--- config.mk ---
export PLATFORM = sky130hd
export DESIGN_NAME = io_config_registers
export DESIGN_NICKNAME = d
export VERILOG_FILES = /design/src/io_config_pkg.sv /design/src/io_config_registers.sv
export VERILOG_INCLUDE_DIRS = /design/src
export SDC_FILE = /design/constraint.sdc
export NUM_CORES = 1
export LEC_CHECK = 0
export ABC_AREA = 0
export BUFFER_PORTS_ARGS = -buffer_cell sky130_fd_sc_hd__buf_4
export CAP_MARGIN = 25
export CORE_AREA = 2 2 83 65
export CTS_BUF_LIST = sky130_fd_sc_hd__clkbuf_4
export DETAILED_ROUTE_END_ITERATION = 10
export DIE_AREA = 0 0 85 67
export PLACE_DENSITY = 0.86
export SETUP_SLACK_MARGIN = 0.3
export SLEW_MARGIN = 40
export SYNTH_ARGS = -nofsm -noshare
export SYNTH_HDL_FRONTEND = slang
export SYNTH_SLANG_ARGS = --single-unit
--- constraint.sdc ---
create_clock -name hclk -period 4.8 [get_ports hclk]
set_clock_uncertainty 0.2 [all_clocks]
set_input_delay 0.24 -clock hclk [delete_from_list [all_inputs] [get_ports hclk]]
set_output_delay 0.24 -clock hclk [all_outputs]
set_load 0.02 [all_outputs]
--- src/io_config_params.svh ---
`ifndef IO_CONFIG_PARAMS_SVH
`define IO_CONFIG_PARAMS_SVH

// Register indices and byte addresses (index times four)
`define IDX_IO_CONFIG_FIRST   2'h0
`define IDX_IO_CONFIG_SECOND  2'h1
`define IDX_IO_STATUS         2'h2
`define RST_IO_CONFIG_FIRST   8'h00
`define RST_IO_CONFIG_SECOND  8'h00

// First register fields
`define F1_SINGLE_ENDED       7
`define F1_DRIVER_PAIR_SELECT 6
`define F1_HOLD_TIME_SEL_HI   5
`define F1_HOLD_TIME_SEL_LO   4
`define F1_HOST_CLK_SEL_HI    2
`define F1_HOST_CLK_SEL_LO    1
`define F1_SLOW_CLOCK_SUPPRESS 0

// Second register fields
`define F2_TUNING_ENABLE      5
`define F2_DOUT_PULLDOWN_SELECTED   4
`define F2_DOUT_PULLDOWN_DESELECTED 3
`define F2_DRIVE_LEVEL        2
`define F2_MOD_REG_REF_SELECT 1
`define F2_ACTIVE_SINK        0

// Status register fields
`define FS_XTAL_RUNNING       0
`define FS_TUNING_ARMED       1
`define FS_HOST_CLK_LEVEL     2
`define FS_DOUT_PULLDOWN      3

// Timing
`define CLK_PERIOD_PS         40000
`define THD_380_NS            380
`define THD_180_NS            180
`define THD_160_NS            160
`define THD_100_NS            100
`define THD_70_NS             70
`define NS_TO_CYCLES(ns) (((ns) * 1000 + `CLK_PERIOD_PS - 1) / `CLK_PERIOD_PS)

`endif

--- src/io_config_pkg.sv ---
package io_config_pkg;

   typedef enum logic [1:0] {
      host_clk_div8,
      host_clk_div4,
      host_clk_div2,
      host_clk_off
   } host_clk_sel_type;

   typedef struct packed {
      logic [7:0]       cfg_first;
      logic [7:0]       cfg_second;
      logic             wr_pend;
      logic [1:0]       wr_idx;
      logic             tuning_armed;
      logic [2:0]       div_cnt;
      host_clk_sel_type clk_sel;
      logic             lf_s1;
      logic             lf_s2;
      logic             xtal_s1;
      logic             xtal_s2;
      logic             cs_s1;
      logic             cs_s2;
      logic             host_clk;
      logic             dout_pulldown;
      logic             first_driver_en;
      logic             second_driver_en;
      logic             second_input_sel;
      logic             dac_active;
      logic             dac_hold_fixed;
      logic [3:0]       hold_cycles;
      logic             drive_strong;
      logic             mod_ref_rf;
      logic             active_sink;
      logic [31:0]      hrdata;
      logic             hreadyout;
   } state_type;

endpackage

--- src/io_config_registers.sv ---
`timescale 1ns/1ps
`include "io_config_params.svh"
// Contract
// - Bit 7 clear drives antenna differentially; set uses one output driver only.
// - Single-ended: select 0 picks first driver and input, 1 the second pair.
// - Hold-time field picks 380/160, 180/160, 180/70 or 100/70 ns per speed.
// - With crystal running, clock select gives hclk/8, /4, /2 (3.125, 6.25, 12.5 MHz at 40 ns) or off.
// - Disabled clock code holds the host clock pin permanently low.
// - Crystal stopped and output enabled: 32 kHz clock shown unless suppressed.
// - Tuning converters active only with tuning and oscillator enable both set.
// - Selected pull-down: pull data-out low while chip select low and undriven.
// - Deselected pull-down: pull data-out low while chip select is high.
// - Both pull-down settings act only in SPI mode, ignored in I2C mode.
// - Drive-level bit raises strength of data-out, host clock and interrupt pins.
// - Reference select 0 uses driver supply, 1 uses RF supply for regulator.
module io_config_registers (
   // Clock and reset
   input  wire logic        hclk,
   input  wire logic        hresetn,
   // AHB-Lite slave
   input  wire logic        hsel,
   input  wire logic [31:0] haddr,
   input  wire logic [1:0]  htrans,
   input  wire logic        hwrite,
   input  wire logic [2:0]  hsize,
   input  wire logic [31:0] hwdata,
   input  wire logic        hready,
   output logic             hreadyout,
   output logic [31:0]      hrdata,
   output logic             hresp,
   // Device state from neighbouring logic, same clock
   input  wire logic        osc_enable,
   input  wire logic        spi_mode,
   input  wire logic        hs_mode,
   input  wire logic        dout_driving,
   // Asynchronous pins
   input  wire logic        xtal_running,
   input  wire logic        slow_clock_in,
   input  wire logic        chip_select_n,
   // Pin and analog controls
   output logic             host_clk_out,
   output logic             dout_pulldown_en,
   output logic             first_antenna_output_en,
   output logic             second_antenna_output_en,
   output logic             second_receive_input_sel,
   output logic             tuning_dac_active,
   output logic             tuning_hold_fixed,
   output logic [3:0]       hold_time_cycles,
   output logic             io_drive_strong,
   output logic             mod_reg_ref_select,
   output logic             active_sink_en
);

   localparam logic [3:0] THD_380 = 4'(`NS_TO_CYCLES(`THD_380_NS));
   localparam logic [3:0] THD_180 = 4'(`NS_TO_CYCLES(`THD_180_NS));
   localparam logic [3:0] THD_160 = 4'(`NS_TO_CYCLES(`THD_160_NS));
   localparam logic [3:0] THD_100 = 4'(`NS_TO_CYCLES(`THD_100_NS));
   localparam logic [3:0] THD_70  = 4'(`NS_TO_CYCLES(`THD_70_NS));

   io_config_pkg::state_type state_q;
   io_config_pkg::state_type state_d;

   // Hold time for the current bus speed
   function automatic logic [3:0] hold_lookup(
      input logic [1:0] sel,
      input logic       fast
   );
      logic [3:0] t;
      t = THD_380;
      unique case (sel)
         2'h0: begin
            t = fast ? THD_160 : THD_380;
         end
         2'h1: begin
            t = fast ? THD_160 : THD_180;
         end
         2'h2: begin
            t = fast ? THD_70 : THD_180;
         end
         2'h3: begin
            t = fast ? THD_70 : THD_100;
         end
      endcase
      return t;
   endfunction

   // Register read mux
   function automatic logic [31:0] read_word(
      input io_config_pkg::state_type s,
      input logic [1:0]               idx,
      input logic                     mapped
   );
      logic [31:0] w;
      w = 32'h0000_0000;
      if (mapped) begin
         unique case (idx)
            `IDX_IO_CONFIG_FIRST: begin
               w[7:0] = s.cfg_first;
            end
            `IDX_IO_CONFIG_SECOND: begin
               w[7:0] = s.cfg_second;
            end
            `IDX_IO_STATUS: begin
               w[`FS_XTAL_RUNNING]  = s.xtal_s2;
               w[`FS_TUNING_ARMED]  = s.tuning_armed;
               w[`FS_HOST_CLK_LEVEL] = s.host_clk;
               w[`FS_DOUT_PULLDOWN] = s.dout_pulldown;
            end
            default: begin
               w = 32'h0000_0000;
            end
         endcase
      end
      return w;
   endfunction

   logic       addr_phase;
   logic       addr_mapped;
   logic [1:0] addr_idx;
   logic [2:0] cnt_next;
   logic       sel_bit;
   logic       lf_allowed;

   always_comb begin
      state_d = state_q;

      // Bus address phase; only word registers in the low space answer
      addr_phase  = hsel & hready & htrans[1];
      addr_idx    = haddr[3:2];
      addr_mapped = (haddr[31:4] == 28'h0000000) && (haddr[1:0] == 2'h0)
                    && (addr_idx != 2'h3);

      // Data phase write from the previous address phase
      state_d.wr_pend = addr_phase & hwrite & addr_mapped;
      state_d.wr_idx  = addr_idx;
      if (state_q.wr_pend) begin
         if (state_q.wr_idx == `IDX_IO_CONFIG_FIRST) begin
            state_d.cfg_first = hwdata[7:0];
         end else if (state_q.wr_idx == `IDX_IO_CONFIG_SECOND) begin
            state_d.cfg_second = hwdata[7:0];
         end
      end

      // Read data prepared at the address phase so it leaves a flip-flop
      if (addr_phase & ~hwrite) begin
         state_d.hrdata = read_word(state_q, addr_idx, addr_mapped);
      end else begin
         state_d.hrdata = 32'h0000_0000;
      end
      state_d.hreadyout = 1'b1;

      // Two-stage synchronisers for pins
      state_d.lf_s1   = slow_clock_in;
      state_d.lf_s2   = state_q.lf_s1;
      state_d.xtal_s1 = xtal_running;
      state_d.xtal_s2 = state_q.xtal_s1;
      state_d.cs_s1   = chip_select_n;
      state_d.cs_s2   = state_q.cs_s1;

      // Sticky until reset: the fixed value needs a prior enable
      if (osc_enable) begin
         state_d.tuning_armed = 1'b1;
      end

      // Divider; select changes only where every divided clock restarts low
      cnt_next = state_q.div_cnt + 3'h1;
      state_d.div_cnt = cnt_next;
      if (cnt_next == 3'h0) begin
         state_d.clk_sel = io_config_pkg::host_clk_sel_type'(
            {state_q.cfg_first[`F1_HOST_CLK_SEL_HI],
             state_q.cfg_first[`F1_HOST_CLK_SEL_LO]});
      end
      unique case (state_d.clk_sel)
         io_config_pkg::host_clk_div8: begin
            sel_bit = cnt_next[2];
         end
         io_config_pkg::host_clk_div4: begin
            sel_bit = cnt_next[1];
         end
         io_config_pkg::host_clk_div2: begin
            sel_bit = cnt_next[0];
         end
         io_config_pkg::host_clk_off: begin
            sel_bit = 1'b0;
         end
      endcase

      // Stopped crystal falls back to the slow clock unless suppressed or the clock code is off
      lf_allowed = ~state_q.cfg_first[`F1_SLOW_CLOCK_SUPPRESS]
                   & (state_d.clk_sel != io_config_pkg::host_clk_off);
      if (state_q.xtal_s2) begin
         state_d.host_clk = sel_bit;
      end else begin
         state_d.host_clk = lf_allowed & state_q.lf_s2;
      end

      // Antenna driver and receive input choice
      if (state_q.cfg_first[`F1_SINGLE_ENDED]) begin
         state_d.first_driver_en  = ~state_q.cfg_first[`F1_DRIVER_PAIR_SELECT];
         state_d.second_driver_en = state_q.cfg_first[`F1_DRIVER_PAIR_SELECT];
         state_d.second_input_sel = state_q.cfg_first[`F1_DRIVER_PAIR_SELECT];
      end else begin
         state_d.first_driver_en  = 1'b1;
         state_d.second_driver_en = 1'b1;
         state_d.second_input_sel = 1'b0;
      end

      state_d.hold_cycles = hold_lookup(
         {state_q.cfg_first[`F1_HOLD_TIME_SEL_HI],
          state_q.cfg_first[`F1_HOLD_TIME_SEL_LO]}, hs_mode);

      // Tuning converters
      state_d.dac_active = state_q.cfg_second[`F2_TUNING_ENABLE] & osc_enable;
      state_d.dac_hold_fixed = state_q.cfg_second[`F2_TUNING_ENABLE] & ~osc_enable
                               & state_q.tuning_armed;

      // Data-out pull-downs, SPI only
      state_d.dout_pulldown = spi_mode & (
         (state_q.cfg_second[`F2_DOUT_PULLDOWN_SELECTED]
          & ~state_q.cs_s2 & ~dout_driving)
         | (state_q.cfg_second[`F2_DOUT_PULLDOWN_DESELECTED] & state_q.cs_s2));

      state_d.drive_strong = state_q.cfg_second[`F2_DRIVE_LEVEL];
      state_d.mod_ref_rf   = state_q.cfg_second[`F2_MOD_REG_REF_SELECT];
      // Left to software when to turn the sink on
      state_d.active_sink  = state_q.cfg_second[`F2_ACTIVE_SINK];
   end

   always_ff @(posedge hclk or negedge hresetn) begin
      if (!hresetn) begin
         state_q                  <= '0;
         state_q.cfg_first        <= `RST_IO_CONFIG_FIRST;
         state_q.cfg_second       <= `RST_IO_CONFIG_SECOND;
         state_q.clk_sel          <= io_config_pkg::host_clk_div8;
         state_q.first_driver_en  <= 1'b1;
         state_q.second_driver_en <= 1'b1;
         state_q.hold_cycles      <= THD_380;
         state_q.hreadyout        <= 1'b1;
      end else begin
         state_q <= state_d;
      end
   end

   // Every output except hresp (tied low) straight from the state register
   assign hreadyout                = state_q.hreadyout;
   assign hrdata                   = state_q.hrdata;
   assign hresp                    = 1'b0;
   assign host_clk_out             = state_q.host_clk;
   assign dout_pulldown_en         = state_q.dout_pulldown;
   assign first_antenna_output_en  = state_q.first_driver_en;
   assign second_antenna_output_en = state_q.second_driver_en;
   assign second_receive_input_sel = state_q.second_input_sel;
   assign tuning_dac_active        = state_q.dac_active;
   assign tuning_hold_fixed        = state_q.dac_hold_fixed;
   assign hold_time_cycles         = state_q.hold_cycles;
   assign io_drive_strong          = state_q.drive_strong;
   assign mod_reg_ref_select       = state_q.mod_ref_rf;
   assign active_sink_en           = state_q.active_sink;

endmodule

==> impl_metrics.tcl <==
set metrics [dict create \
    dpl.hpwl_um 3510 \
    critPathKind "in -> reg" \
    fin_crit_sh_pct 44.59 \
    antenna_found_initial 0 \
    final-max-slew-violation-count 0 \
    vdd_ir_drop_max_uv 157.6 \
    worstPathArrival_ns 2.26 \
    post-route-min-period_ns 2.140 \
    slew_headroom_pct 49.18 \
    port_buffers 74 \
    cts_max_path_buffers 2 \
    max_slew.worst_pin.slew_ns 0.7590 \
    clock_latency_ns 0.36 \
    synth.avg_cell_area_um2 12.33 \
    ys_warn_count 0 \
    via_count_of_the_first_global_routing_pass 1539 \
    placedInstanceArea_mm2 0.002768 \
    synth-edff-count 0 \
    synth.lib_cells_used.distinct 34 \
    core_area_mm2 0.004817 \
    post-synth-top-area-cell "sky130_fd_sc_hd__dfrtp_1" \
    post_route_setup_tns_ns 0 \
    synth_commonest_cells "sky130_fd_sc_hd__dfrtp_1, sky130_fd_sc_hd__buf_4, sky130_fd_sc_hd__mux2_2" \
    gpl.final_weighted_congestion 0.7333 \
    globalRouteTotalUtil_pct 16.56 \
    post-synth-top-count-cell "sky130_fd_sc_hd__dfrtp_1" \
    fp.dieH_um 67 \
    cts_root_buffer "sky130_fd_sc_hd__clkbuf_4" \
    yosysTopAreaCellShare_pct 52.32 \
    met1_usage_pct 20.80 \
    critical_path.endpoint_type "register" \
    fin_area_mm2 0.003023 \
    finalHoldViolations 0 \
    n_antenna_cell 0 \
    avgRoutedWirePerCell_um 13.99 \
    final_layout_size_suffix_gt1_share_pct 40.07 \
    critPathRequiredTime_ns 4.92 \
    netlist_top_cells_area "sky130_fd_sc_hd__dfrtp_1, sky130_fd_sc_hd__buf_4, sky130_fd_sc_hd__mux2_2, sky130_fd_sc_hd__dfstp_2, sky130_fd_sc_hd__nor4_1" \
    routed_via_density 4.751 \
    clock.fmax_mhz 467.2 \
    static-leakage-power_nw 1.558 \
    placement_rows 22 \
    report.final.setup_viol 0 \
    netlist_area_mm2 0.002343 \
    areaGrowthSynthToFinish_pct 28.99 \
    final_core_util_pct 62.75 \
    postRouteAntennaNets 0 \
    hold_path.class "in -> reg" \
    hold_path.startpoint "haddr[15]" \
    max_cap_violations 0 \
    start_util_pct 48.65 \
    grt_util_met2_pct 27.83 \
    grt_most_used_layer "met2" \
    instances_no_fill 337 \
    tritoncts_num_sinks 53 \
    cts_setup_buffers 0 \
    result_of_the_run "finished, final reports clean" \
    grt_start_max_net_pins 54 \
    synth-main-ff-cell "sky130_fd_sc_hd__dfrtp_1" \
    routed_wl_um 4713 \
    io-pin-count 129 \
    cts_tree "built" \
    post-route-drc-count 0 \
    syn-instance-count 190 \
    globalRoute.totalOverflow 0 \
    ys_ff_latch 53 \
    die_x_um 85 \
    grt_first_pass_wirelength_um 7176 \
    cts_buf_count 5 \
    fp.dieArea_mm2 0.005695 \
    pwr_density_cell_mw_per_mm2 250.8 \
    detailed_route_iter0_violations 52 \
    grt_setup_unrepaired "false" \
    drt_first_pass_iters 4 \
    grtUsageMet3_pct 4.461 \
    r2r-start "state_q[55]" \
    async_reset_ff_share_pct 100.0 \
    place_inst 309 \
    critPathLaunchType "input port" \
    critical_path.max_fanout 11 \
    cts-htree-levels 2 \
    clk_pin_slew_worst_paths_ns 0.15 \
    critical_path.startpoint "haddr[2]" \
    synth_seq_area_share_pct 56.81 \
    total_via_count_after_detailed_routing 1601 \
    design.final.nets 359 \
]
cells in the final DEF (no fill, tap or decap), types with 2 or more instances in the layout:
master | synthesis | routed
sky130_fd_sc_hd__nor3_1 | 3 | 3
sky130_fd_sc_hd__nand2_1 | 9 | 9
sky130_fd_sc_hd__dlygate4sd3_1 | 0 | 20
sky130_fd_sc_hd__mux2_2 | 20 | 20
sky130_fd_sc_hd__nor2_1 | 5 | 5
sky130_fd_sc_hd__and2_1 | 5 | 5
sky130_fd_sc_hd__o21ai_0 | 6 | 6
sky130_fd_sc_hd__nand3_1 | 3 | 3
sky130_fd_sc_hd__a21oi_1 | 2 | 2
sky130_fd_sc_hd__inv_1 | 7 | 7
sky130_fd_sc_hd__mux2i_1 | 4 | 4
sky130_fd_sc_hd__and3_1 | 4 | 4
sky130_fd_sc_hd__buf_4 | 38 | 74
sky130_fd_sc_hd__ha_1 | 2 | 2
sky130_fd_sc_hd__nor3b_1 | 3 | 3
sky130_fd_sc_hd__clkbuf_4 | 0 | 5
sky130_fd_sc_hd__conb_1 | 2 | 26
sky130_fd_sc_hd__dfstp_2 | 4 | 4
sky130_fd_sc_hd__nor4_1 | 8 | 8
sky130_fd_sc_hd__dfrtp_1 | 49 | 49
cell type report:
| type | count | area, um2 |
|---|---|---|
| timing repair buffer | 94 | 755.7 |
| clock inverter | 3 | 17.52 |
| multi-input combinational | 115 | 779.5 |
| sequential | 53 | 1331 |
| inverter | 7 | 26.28 |
| tap | 60 | 75.07 |
| clock buffer | 5 | 37.54 |
| fill | 374 | 1794 |
worst max-delay path, cell delays in order:
cell and delay [ns]:
sky130_fd_sc_hd__dlygate4sd3_1 0.55, sky130_fd_sc_hd__buf_4 0.20, sky130_fd_sc_hd__a211oi_2 0.25, sky130_fd_sc_hd__nand4_2 0.18
sky130_fd_sc_hd__nor4_1 0.25, sky130_fd_sc_hd__dlygate4sd3_1 0.58
what timing repair did:
item / 4_1_cts / 5_1_grt
hold endpoints to repair: 81 / 0
hold buffers: 20 / 0
resized for setup: 0 / 0
cells by family after synthesis:
logic type                 share of synthesized area (%)
muxes                                              11.32
DFF                                                56.81
buffers and inverters                              13.77
other                                             0.3205
xor gates and xnor gates                          0.7476
and+or+nand+nor                                    12.76
AOI/OAI and AO/OA                                  3.203
adders and majority gates                          1.068
final timing paths:
kind,to,slack (ns),cells after the start
setup reg to reg,host_clk_out,2.85,6
setup / recovery,state_q[61],2.66,6
hold reg to reg,state_q[49],0.17,0
hold / removal,hrdata[0],0.14,5
max in group asynchronous,state_d[34],3.74,2
min in group asynchronous,state_d[49],0.23,2
per-stage QoR:
step / worst slack, ns / total power [mW] / hold WS [ns]
finish: 2.660 / 0.7582 / 0.1402
global route: 2.596 / 0.8005 / 0.1202
CTS: 2.679 / 0.7674 / 0.1292
detailed placement: 2.869 / 0.5653 / 0.1129
global placement: 2.997 / 0.5626 / 0.09800
floorplan: 3.118 / 0.5286 / -0.2556
sequential cells by signal, indices dropped and copies added (netlist names):
name / count
active_sink_en: 1
dout_pulldown_en: 1
first_antenna_output_en: 1
hold_time_cycles: 4
host_clk_out: 1
hrdata: 8
io_drive_strong: 1
mod_reg_ref_select: 1
second_antenna_output_en: 1
second_receive_input_sel: 1
state_d: 6
state_q: 25
tuning_dac_active: 1
tuning_hold_fixed: 1
per-layer routing:
layer	routed length (um)	vias to the layer above
met4	74	0
met3	213	9
li1	-	760
met1	1962	786
met5	0	-
met2	2463	46
power by group:
part	internal (mW)	switching (mW)	leakage [nW]	total, mW
Sequential	0.458	0.00547	0.667	0.464
Clock	0.0559	0.133	0.0326	0.189
Combinational	0.0519	0.0533	0.858	0.105
Power figures use the tool's default switching activity.
